===== config.mk =====
export PLATFORM = sky130hd
export DESIGN_NAME = uart_status_irq_data
export DESIGN_NICKNAME = d
export VERILOG_FILES = /design/src/uart_sid_pkg.sv /design/src/uart_status_irq_data.sv
export SDC_FILE = /design/constraint.sdc
export NUM_CORES = 1
export LEC_CHECK = 0
export BUFFER_PORTS_ARGS = -buffer_cell sky130_fd_sc_hd__buf_2
export CORE_ASPECT_RATIO = 1.4
export CORE_MARGIN = 3
export CORE_UTILIZATION = 50
export CTS_CLUSTER_SIZE = 28
export DETAILED_ROUTE_END_ITERATION = 7
export PLACE_DENSITY = 0.92
export REMOVE_ABC_BUFFERS = 1
export SLEW_MARGIN = 10
export SYNTH_ARGS = -nofsm -noshare
export SYNTH_HDL_FRONTEND = slang
export SYNTH_SLANG_ARGS = --single-unit
export TNS_END_PERCENT = 100

===== constraint.sdc =====
create_clock -name CORE_CLK -period 4.3 [get_ports CORE_CLK]
set_input_delay 0 -clock CORE_CLK [delete_from_list [all_inputs] [get_ports CORE_CLK]]
set_output_delay 0 -clock CORE_CLK [all_outputs]
set_load 0.1 [all_outputs]

===== src/uart_sid_pkg.sv =====
/*
  Constants for the serial transceiver status, interrupt and data-holding block:
  register offsets, status and control bit positions, reset values and widths.
  Assumes a 32-bit APB register bus and byte addresses on PADDR.
*/
`default_nettype none

package uart_sid_pkg;

  ////////////////////////////////////////////////////////////////////////////
  // bus and register map
  localparam int unsigned ADDR_W = 8;
  localparam int unsigned DATA_W = 32;
  localparam logic [ADDR_W-1:0] LINE_STATUS_OFS = 8'h00;
  localparam logic [ADDR_W-1:0] CHAR_DATA_OFS = 8'h04;
  localparam logic [ADDR_W-1:0] LINE_CTRL_OFS = 8'h20;

  ////////////////////////////////////////////////////////////////////////////
  // line_status bit positions
  localparam int unsigned ST_W = 10;
  localparam int unsigned ST_PARITY = 0;
  localparam int unsigned ST_FRAMING = 1;
  localparam int unsigned ST_NOISE = 2;
  localparam int unsigned ST_OVERRUN = 3;
  localparam int unsigned ST_QUIET = 4;
  localparam int unsigned ST_RXFULL = 5;
  localparam int unsigned ST_SENT = 6;
  localparam int unsigned ST_TXEMPTY = 7;
  localparam int unsigned ST_BREAK = 8;
  localparam int unsigned ST_CTS = 9;
  localparam logic [ST_W-1:0] STATUS_RST = 10'h0C0;
  // bits that a written zero clears
  localparam logic [ST_W-1:0] WR0_CLR_MASK = 10'h360;
  // bits cleared by the status-read then data-read sequence
  localparam logic [ST_W-1:0] RD_SEQ_MASK = 10'h01F;
  // flag events that cancel an armed clearing sequence
  localparam logic [ST_W-1:0] EVENT_MASK = 10'h07F;

  ////////////////////////////////////////////////////////////////////////////
  // line_ctrl bit positions
  localparam int unsigned CTRL_W = 13;
  localparam int unsigned C_PARITY_IRQ = 0;
  localparam int unsigned C_TXE_IRQ = 1;
  localparam int unsigned C_SENT_IRQ = 2;
  localparam int unsigned C_RXFULL_IRQ = 3;
  localparam int unsigned C_QUIET_IRQ = 4;
  localparam int unsigned C_BREAK_IRQ = 5;
  localparam int unsigned C_CTS_IRQ = 6;
  localparam int unsigned C_ERR_IRQ = 7;
  localparam int unsigned C_FLOW_IN = 8;
  localparam int unsigned C_MULTIBUF = 9;
  localparam int unsigned C_PARITY_EN = 10;
  localparam int unsigned C_PARITY_ODD = 11;
  localparam int unsigned C_WORD9 = 12;
  localparam logic [CTRL_W-1:0] CTRL_RST = 13'h0000;

  ////////////////////////////////////////////////////////////////////////////
  // character layout
  localparam int unsigned CHAR_W = 9;
  localparam int unsigned MSB_8BIT = 7;
  localparam int unsigned MSB_9BIT = 8;
  localparam logic [CHAR_W-1:0] CHAR_RST = 9'h000;
  localparam int unsigned SYNC_DEPTH = 3;

endpackage

`default_nettype wire


===== src/uart_status_irq_data.sv =====
/*
  Status flags, interrupt combining and data holding registers of a serial
  transceiver, reached over APB. Assumes the shift engines on the same clock
  give one-cycle strobes for transfers and line events, and that the peer
  ready pin is asynchronous.
*/
// Implementation choice: the APB register port.
//
// Behaviour
// - all transmit, receive and error events share one interrupt output
// - a flag drives the interrupt only while its enable is set
// - clear-to-send change flag bit 9 sets on peer-ready toggle while flow-in is enabled; write 0 clears
// - line-break flag bit 8 sets on break detection; write 0 clears; own enable
// - transmit-holding-empty bit 7 sets on move to shifter; data write clears
// - frame-sent bit 6 sets at frame end; status read then data write, or 0
// - receive-full bit 5 sets on receive transfer; data read or write 0 clears
// - software uses write-zero clearing of bits 6 and 5 only in multibuffer
// - quiet-line bit 4 sets on idle; clear by sequence; rearms after receive-full
// - overrun bit 3 sets if word arrives while receive-full; held word kept
// - overrun interrupts via receive-full enable; status then data read clears
// - noise bit 2 sets on noisy frame; sequence clears; no single-buffer irq
// - framing bit 1 sets on desync, noise or break; sequence clears
// - a word with framing error and overrun sets only overrun
// - in multibuffer mode noise, overrun, framing interrupt via error enable
// - parity fault bit 0 sets on parity error; sequence clears; own enable
// - status resets to 0x00C0; bits 31 to 10 read zero
// - data register 9 bits; write loads transmit, read returns receive holding
// - with parity on, written msb is replaced by computed parity
// - with parity on, read msb is the received parity bit
// - variant without flow control omits the clear-to-send change flag
// - parity sits at bit 8 for 9-bit words, bit 7 for 8-bit words
`timescale 1ns/1ps
`default_nettype none

module uart_status_irq_data
  import uart_sid_pkg::*;
#(
  parameter bit HAS_FLOW_CTRL = 1'b1
) (
  // clock and reset
  input wire logic CORE_CLK,
  input wire logic RST_N,
  // apb slave
  input wire logic [ADDR_W-1:0] PADDR,
  input wire logic PSEL,
  input wire logic PENABLE,
  input wire logic PWRITE,
  input wire logic [DATA_W-1:0] PWDATA,
  output logic [DATA_W-1:0] PRDATA,
  output logic PREADY,
  output logic PSLVERR,
  // transmit engine
  input wire logic TX_TAKE,
  input wire logic FRAME_DONE,
  output logic [CHAR_W-1:0] TX_CHAR,
  output logic TX_PENDING,
  // receive engine
  input wire logic RX_WORD_VALID,
  input wire logic [CHAR_W-1:0] RX_WORD,
  input wire logic RX_NOISE,
  input wire logic RX_FRAMING,
  input wire logic RX_PARITY,
  input wire logic IDLE_DETECT,
  input wire logic BREAK_DETECT,
  // line pin
  input wire logic PEER_READY_N_INPUT,
  // configuration to engines
  output logic PARITY_ENABLE,
  output logic PARITY_ODD,
  output logic WORD9,
  output logic FLOW_IN_ENABLE,
  output logic RX_DMA_REQUEST_EN,
  // interrupt
  output logic IRQ
);

  typedef struct packed {
    logic [SYNC_DEPTH-1:0] sync;
    logic cts_level;
    logic [ST_W-1:0] st;
    logic [CTRL_W-1:0] ctrl;
    logic [CHAR_W-1:0] tx_holding_reg;
    logic [CHAR_W-1:0] rx_holding_reg;
    logic armed;
    logic idle_armed;
    logic irq;
    logic [DATA_W-1:0] prdata;
    logic pready;
    logic pslverr;
    logic tx_pending;
  } state_t;

  // peer-ready pin idles high; a low reset value would fake a toggle
  localparam state_t STATE_RST = '{
    sync: '1, cts_level: 1'b1, st: STATUS_RST, ctrl: CTRL_RST,
    tx_holding_reg: CHAR_RST, rx_holding_reg: CHAR_RST, armed: 1'b0, idle_armed: 1'b0,
    irq: 1'b0, prdata: '0, pready: 1'b0, pslverr: 1'b0, tx_pending: 1'b0};

  state_t s_r;
  state_t s_nxt;

  logic setup;
  logic access;
  logic hit_sr;
  logic hit_dr;
  logic hit_ctrl;
  logic sr_rd;
  logic sr_wr;
  logic dr_rd;
  logic dr_wr;
  logic ctrl_wr;
  logic cts_toggle;
  logic rx_load;
  logic rx_over;
  logic event_any;
  logic par_bit;
  logic [ST_W-1:0] set_v;
  logic [ST_W-1:0] clr_v;
  logic [CHAR_W-1:0] wr_char;

  ////////////////////////////////////////////////////////////////////////////
  // next state
  always_comb begin
    s_nxt = s_r;
    setup = PSEL & ~PENABLE;
    access = PSEL & PENABLE & s_r.pready;
    hit_sr = (PADDR == LINE_STATUS_OFS);
    hit_dr = (PADDR == CHAR_DATA_OFS);
    hit_ctrl = (PADDR == LINE_CTRL_OFS);
    sr_rd = access & ~PWRITE & hit_sr;
    sr_wr = access & PWRITE & hit_sr;
    dr_rd = access & ~PWRITE & hit_dr;
    dr_wr = access & PWRITE & hit_dr;
    ctrl_wr = access & PWRITE & hit_ctrl;

    // pin synchroniser: only stages two and three are compared
    s_nxt.sync = {s_r.sync[SYNC_DEPTH-2:0], PEER_READY_N_INPUT};
    cts_toggle = (s_r.sync[1] == s_r.sync[2]) && (s_r.sync[2] != s_r.cts_level);
    if (s_r.sync[1] == s_r.sync[2]) begin
      s_nxt.cts_level = s_r.sync[2];
    end

    // a read in the same cycle frees the holding register, so no overrun
    rx_load = RX_WORD_VALID & (~s_r.st[ST_RXFULL] | dr_rd);
    rx_over = RX_WORD_VALID & s_r.st[ST_RXFULL] & ~dr_rd;

    set_v = '0;
    set_v[ST_PARITY] = rx_load & RX_PARITY;
    set_v[ST_FRAMING] = rx_load & RX_FRAMING;
    set_v[ST_NOISE] = rx_load & RX_NOISE;
    set_v[ST_OVERRUN] = rx_over;
    set_v[ST_QUIET] = IDLE_DETECT & s_r.idle_armed;
    set_v[ST_RXFULL] = rx_load;
    set_v[ST_SENT] = FRAME_DONE;
    set_v[ST_TXEMPTY] = TX_TAKE & ~dr_wr;
    set_v[ST_BREAK] = BREAK_DETECT;
    // peer ready toggled, absent without flow control
    set_v[ST_CTS] = HAS_FLOW_CTRL & cts_toggle & s_r.ctrl[C_FLOW_IN];
    event_any = |(set_v & EVENT_MASK);

    clr_v = '0;
    if (sr_wr) begin
      clr_v = WR0_CLR_MASK & ~PWDATA[ST_W-1:0];
    end
    // armed sequence, cancelled by a new event
    if (dr_rd && s_r.armed && !event_any) begin
      clr_v = clr_v | RD_SEQ_MASK;
    end
    if (dr_wr && s_r.armed && !event_any) begin
      clr_v[ST_SENT] = 1'b1;
    end
    if (dr_rd) begin
      clr_v[ST_RXFULL] = 1'b1;
    end
    if (dr_wr) begin
      clr_v[ST_TXEMPTY] = 1'b1;
    end
    // set wins over clear, except bit 7, where a data write beats a transfer to the shifter
    s_nxt.st = (s_r.st & ~clr_v) | set_v;
    // registered copy, so the pending output leaves a flop directly
    s_nxt.tx_pending = ~s_nxt.st[ST_TXEMPTY];

    if (sr_rd && !event_any) begin
      s_nxt.armed = 1'b1;
    end else if (dr_rd || dr_wr || event_any) begin
      s_nxt.armed = 1'b0;
    end
    if (set_v[ST_RXFULL]) begin
      s_nxt.idle_armed = 1'b1;
    end else if (set_v[ST_QUIET]) begin
      s_nxt.idle_armed = 1'b0;
    end

    if (s_r.ctrl[C_WORD9]) begin
      par_bit = (^PWDATA[MSB_9BIT-1:0]) ^ s_r.ctrl[C_PARITY_ODD];
    end else begin
      par_bit = (^PWDATA[MSB_8BIT-1:0]) ^ s_r.ctrl[C_PARITY_ODD];
    end
    wr_char = PWDATA[CHAR_W-1:0];
    if (s_r.ctrl[C_PARITY_EN]) begin
      if (s_r.ctrl[C_WORD9]) begin
        wr_char[MSB_9BIT] = par_bit;
      end else begin
        wr_char[MSB_8BIT] = par_bit;
      end
    end
    if (dr_wr) begin
      s_nxt.tx_holding_reg = wr_char;
    end
    if (rx_load) begin
      s_nxt.rx_holding_reg = RX_WORD;
      if (!s_r.ctrl[C_WORD9]) begin
        s_nxt.rx_holding_reg[MSB_9BIT] = 1'b0;
      end
    end
    if (ctrl_wr) begin
      s_nxt.ctrl = PWDATA[CTRL_W-1:0];
    end

    // each flag gated by its enable
    s_nxt.irq = (s_nxt.st[ST_PARITY] & s_nxt.ctrl[C_PARITY_IRQ])
      | (s_nxt.st[ST_TXEMPTY] & s_nxt.ctrl[C_TXE_IRQ])
      | (s_nxt.st[ST_SENT] & s_nxt.ctrl[C_SENT_IRQ])
      | ((s_nxt.st[ST_RXFULL] | s_nxt.st[ST_OVERRUN]) & s_nxt.ctrl[C_RXFULL_IRQ])
      | (s_nxt.st[ST_QUIET] & s_nxt.ctrl[C_QUIET_IRQ])
      | (s_nxt.st[ST_BREAK] & s_nxt.ctrl[C_BREAK_IRQ])
      | (s_nxt.st[ST_CTS] & s_nxt.ctrl[C_CTS_IRQ])
      | (s_nxt.ctrl[C_MULTIBUF] & s_nxt.ctrl[C_ERR_IRQ]
         & (s_nxt.st[ST_NOISE] | s_nxt.st[ST_OVERRUN] | s_nxt.st[ST_FRAMING]));

    // answer in the access phase; read data is taken at setup
    s_nxt.pready = setup;
    s_nxt.pslverr = setup & ~(hit_sr | hit_dr | hit_ctrl);
    s_nxt.prdata = '0;
    if (setup && !PWRITE) begin
      if (hit_sr) begin
        s_nxt.prdata[ST_W-1:0] = s_r.st;
      end else if (hit_dr) begin
        s_nxt.prdata[CHAR_W-1:0] = s_r.rx_holding_reg;
      end else if (hit_ctrl) begin
        s_nxt.prdata[CTRL_W-1:0] = s_r.ctrl;
      end
    end
  end

  ////////////////////////////////////////////////////////////////////////////
  // state register
  always_ff @(posedge CORE_CLK or negedge RST_N) begin
    if (!RST_N) begin
      s_r <= STATE_RST;
    end else begin
      s_r <= s_nxt;
    end
  end

  assign PRDATA = s_r.prdata;
  assign PREADY = s_r.pready;
  assign PSLVERR = s_r.pslverr;
  assign TX_CHAR = s_r.tx_holding_reg;
  assign TX_PENDING = s_r.tx_pending;
  assign PARITY_ENABLE = s_r.ctrl[C_PARITY_EN];
  assign PARITY_ODD = s_r.ctrl[C_PARITY_ODD];
  assign WORD9 = s_r.ctrl[C_WORD9];
  assign FLOW_IN_ENABLE = s_r.ctrl[C_FLOW_IN];
  assign RX_DMA_REQUEST_EN = s_r.ctrl[C_MULTIBUF];
  assign IRQ = s_r.irq;
endmodule

`default_nettype wire


Yosys cells after proc, flatten, opt, wreduce, memory -nomap -nowiden
Cells that the tools add are included.
W data, S select, Z words.
Storage, ports and cells
  input bits: 63
  output and inout bits: 50
  flip-flop bits (word level): 64
  logic and storage cells: 111
Cells by class
  bitwise operators: 55
  equal/unequal tests: 4
  muxes and demuxes: 21
  reduce and logical (&&, ||, !) cells: 17
Operator list (count)
  $mux W10: 3
  $and A1 B1 Y1: 29
  $mux W13: 2
  $not A10 Y10: 2
  $or A1 B1 Y1: 13
  $mux W1: 11
  $and A10 B10 Y10: 1
  $or A10 B10 Y10: 1
  $mux W9: 1
  $eq A8 B3 Y1 const B: 1
  $eq A8 B6 Y1 const B: 1
  $logic_not A8 Y1: 1
  $reduce_xor A8 Y1: 1
  $logic_and A1 B1 Y1: 7
  $not A1 Y1: 7
  $reduce_or A7 Y1: 1
  $reduce_xor A7 Y1: 1
  $mux W5: 1
  $mux W4: 1
  $reduce_bool A2 Y1: 2
  $mux W3: 1
  $logic_not A1 Y1: 2
  $logic_or A1 B1 Y1: 2
  $mux W2: 1
  3 further kinds: 4

Logic depth before layout (Yosys ltp)
  word-level depth: 22
  mapped depth: 7
  depth with buffers taken out: 6

Worst setup path after synthesis
OpenSTA, ideal clock, no wires.
  path type: register to register
  start: register s_r (netlist bit PREADY)
  end: register s_r (netlist bit IRQ)
  required time: 4.166 ns
  clock period less this slack: 2.535 ns
  slack: 1.765 ns
  data arrival time: 2.401 ns
  library setup time: 0.134 ns
  stages on the path, launching flop included: 7
  path buffers: 0
  path through: dfrtp_1 -> and4_1 -> nand4_1 -> mux2_1 -> and2_0 -> a311o_1 -> nand4b_1
RTL lines
  start, declared: RTL line uart_status_irq_data.sv:99  | state_t s_r;
  start signal, assigned: RTL line uart_status_irq_data.sv:252  | s_r <= s_nxt;

==> impl_results.md <==
- Period utilisation layout: 0.625
- Layout cells sized above 1: 0.319
- Final-report hold violation count: 0
- Synthesized area: 2990 um^2
- Predominant post-synthesis flop cell: dfrtp_1
- Critical Path AT: 2.89 ns
- Vias: 2331
- Worst skew pair latency: 0.34 ns
- CTS sink count: 64
- RSZ-0062 raised after global routing: no
- Initial antenna violation count: 0
- Final GP Congestion: 0.900
- Post-synth cell types: 50
- CTS Buf Count: 9
- Fmax achieved: about 370 MHz
- Hold Path End: PSLVERR
- Final #Nets: 406
- Diodes inserted: 0
- Startpoint types: flop
- Core area: 5650 um^2
- Post-Syn Instances: 256
- R2r endpoint: IRQ
- Minimum clock period: between 2 and 3 ns
- First drt pass iteration count: 7
- Switching Power: 0.358 mW
- Antenna-violating nets left: 0
- Bufs on Longest Clock Path: 2
- Finished Cell Area: 3670 um^2
- DR iter-0 viols: around 230
- Postcts setup bufs: 0
- P&R area growth vs syn: 22.7%
- Vias per inst: 5.64
- Slowest cell on crit path: nand4_1
- Max-cap violations: 0
- Largest net degree at the start of global routing: 65
- Seq/Total Area, Yosys: 0.538
- Seq pwr share: 0.501
- Worst Hold Launch: PENABLE
- Logic pwr share: 0.151
- Row count: 32
- Die height: 97.5 um
- Crit path cell chain: and4_1, nand4_1, mux2_1, and2_0, a311o_1, nand4b_1
- Sequential standard cell area: 1610 um^2
- First-pass GRT wire length: 11.8 mm
- Die area: 6960 um^2
- Clk pin slew, worst setup/hold paths: approximately 0.060 ns
- Dpl cell area: 3180 um^2
- CTS Hold Buffers Added: 33
- R2R setup slack: between 1.5 and 2 ns
- Class of the worst hold path: in2reg
- EDFF count, synth: 0
- Max-slew headroom: 0.475
- Worst slew pin tran: 0.788 ns
- Fin. max-slew vios: 0
- Clock skew: a little under 0.008 ns
- Flops & latches, synth: 64
- Crit Path Max Fanout: 13
- Number of setup violations in the final report: 0
- Internal cell power: between 0.9 and 1 mW
- Hold Path Cell Cnt: 3
- Async SR Flop Fraction: 1.00
- Root Driver: clkbuf_8
- Setup crit end kind: flop
- Multi-input logic area: 1090 um^2
- Final setup TNS: 0 ns
- Post-detail-place hpwl: 4.97 mm
- CTS tree: done
- P per Cell Area: 345 nW/um^2
- Port-buffer cells: 74
- H-tree Lvls: 3
- Switching portion of total power: 0.283
- Gates resized, CTS repair: 0
- Req. time, crit path: 4.50 ns
- Die width: 71.4 um
- Starting density of the core: 0.530
- Reg2Reg Depth: 6
- Total length of routed wires: between 7 and 8 mm
- CP peak stage delay: roughly 0.63 ns
- Wire per inst: 18.3 um
- Remaining DRCs: 0
- Synth Warn #: 0
- Ports: between 100 and 150
- Number of global-route vias before repair: about 2500
- Status: complete, no violations
- Leak pwr: 1.84 nW
- Setup Crit Path Kind: reg2reg
- Worst vdd ir: ~0.28 mV
- Reg-to-Reg Start: PREADY
- Overall routing resource usage: 0.222
- Clock Power Share: 0.348
- Mapped Avg Cell Area: 11.7 um^2
- Fillers: 419
- Grt total ovfl: 0
flip-flops by register name, indices dropped and copies added, names as in the netlist:
register           count
PREADY                 1
FLOW_IN_ENABLE         1
IRQ                    1
PARITY_ENABLE          1
PRDATA                13
TX_CHAR                9
s_r                   31
TX_PENDING             1
s_nxt                  2
PSLVERR                1
RX_DMA_REQUEST_EN      1
PARITY_ODD             1
WORD9                  1
power by group through the flow:
stage	clock network (mW)	registers, mW	logic, mW
final	0.441	0.634	0.191
after global routing	0.464	0.635	0.202
after CTS	0.442	0.634	0.190
after detailed placement	0	0.644	0.167
after global placement	0	0.643	0.163
after floorplan	0	0.654	0.105
through the flow:
| stage | utilization | hold WS [ns] | total power, mW | worst slack, ns | cells |
|---|---|---|---|---|---|
| 3_3_place_gp | 0.564 | 0.111 | 0.806 | 1.73 | 367 |
| 2_1_floorplan | - | -0.296 | 0.758 | 1.41 | 224 |
| 4_1_cts | 0.650 | 0.00318 | 1.27 | 1.65 | 413 |
| 3_5_place_dp | 0.564 | 0.115 | 0.811 | 1.66 | 367 |
| 5_1_grt | 0.650 | 0.0655 | 1.30 | 1.51 | 413 |
| 6_report | 0.650 | 0.0183 | 1.27 | 1.61 | 413 |
how the worst max path moves through the flow:
stage	cells past startpoint	end	slack, ns	start
floorplan	6	IRQ	1.41	PREADY
global route	6	IRQ	1.51	PREADY
global placement	6	IRQ	1.73	PREADY
finish	6	IRQ	1.61	PREADY
CTS	6	IRQ	1.65	PREADY
detailed placement	6	IRQ	1.66	PREADY
placed cells by master (no fill, tap or decap), drive strengths merged, types with 3 or more instances in the layout:
| cell | Yosys | routed |
|---|---|---|
| nor2 | 16 | 16 |
| and2 | 3 | 3 |
| o21ai | 8 | 8 |
| and3 | 4 | 4 |
| a222oi | 9 | 9 |
| xnor2 | 7 | 7 |
| nand2b | 3 | 3 |
| dfrtp | 58 | 58 |
| dlygate4sd3 | 0 | 33 |
| nor4 | 4 | 4 |
| mux2 | 28 | 28 |
| inv | 4 | 4 |
| nand2 | 16 | 16 |
| nand3 | 3 | 3 |
| buf | 43 | 75 |
| a22oi | 3 | 3 |
| dfstp | 6 | 6 |
| clkbuf | 7 | 12 |
| conb | 1 | 19 |
per-layer routing:
metal | wire length (um) | vias to the layer above | track usage
li1 | - | 1025 | -
met1 | 2700 | 1138 | 0.242
met2 | 3990 | 140 | 0.375
met3 | 545 | 28 | 0.0518
met4 | 318 | 0 | 0.145
met5 | 0 | - | 0
area by class of cell:
| class | instances | area share |
|---|---|---|
| sequential | 64 | 0.438 |
| multi-input combinational | 156 | 0.298 |
| timing repair buffer | 108 | 0.193 |
| clock buffer | 12 | 0.0422 |
| tap | 68 | 0.0232 |
| inverter | 4 | 0.00409 |
| clock inverter | 1 | 0.00136 |
cells in the mapped netlist (all sizes together) (2+ instances only):
| master | number | area [um^2] |
|---|---|---|
| mux2i | 2 | 20.0 |
| dfstp | 6 | 158 |
| nor2 | 16 | 60.1 |
| or2 | 2 | 12.5 |
| clkbuf | 7 | 26.3 |
| buf | 43 | 315 |
| o21ai | 8 | 40.0 |
| nor4 | 4 | 31.3 |
| a31oi | 2 | 12.5 |
| nand4b | 2 | 17.5 |
| nand2b | 3 | 18.8 |
| nand3 | 3 | 15.0 |
| nand2 | 16 | 60.1 |
| dfrtp | 58 | 1450 |
| xnor2 | 7 | 61.3 |
| nor2b | 2 | 12.5 |
| and2 | 3 | 18.8 |
| and3 | 4 | 25.0 |
| a22oi | 3 | 22.5 |
| o21a | 2 | 15.0 |
| a222oi | 9 | 90.1 |
| nand4 | 2 | 12.5 |
| inv | 4 | 15.0 |
| mux2 | 28 | 315 |
kinds of logic after synthesis:
kind of cell / after synthesis / synth area share
xor+xnor: 8 / 0.0234
simple gates: 63 / 0.112
buf+inv: 54 / 0.119
mux: 30 / 0.112
fa+ha+maj: 1 / 0.00334
compound gates: 35 / 0.0911
other cells: 1 / 0.00125
flops: 64 / 0.538
worst max-delay path, delay by kind of cell, from the launching register on:
family          cells  cell delay, ns
simple gates        4            1.28
mux                 1            0.59
flops               1            0.37
compound gates      1            0.31
Note: power is estimated with default switching activity, not from simulation.
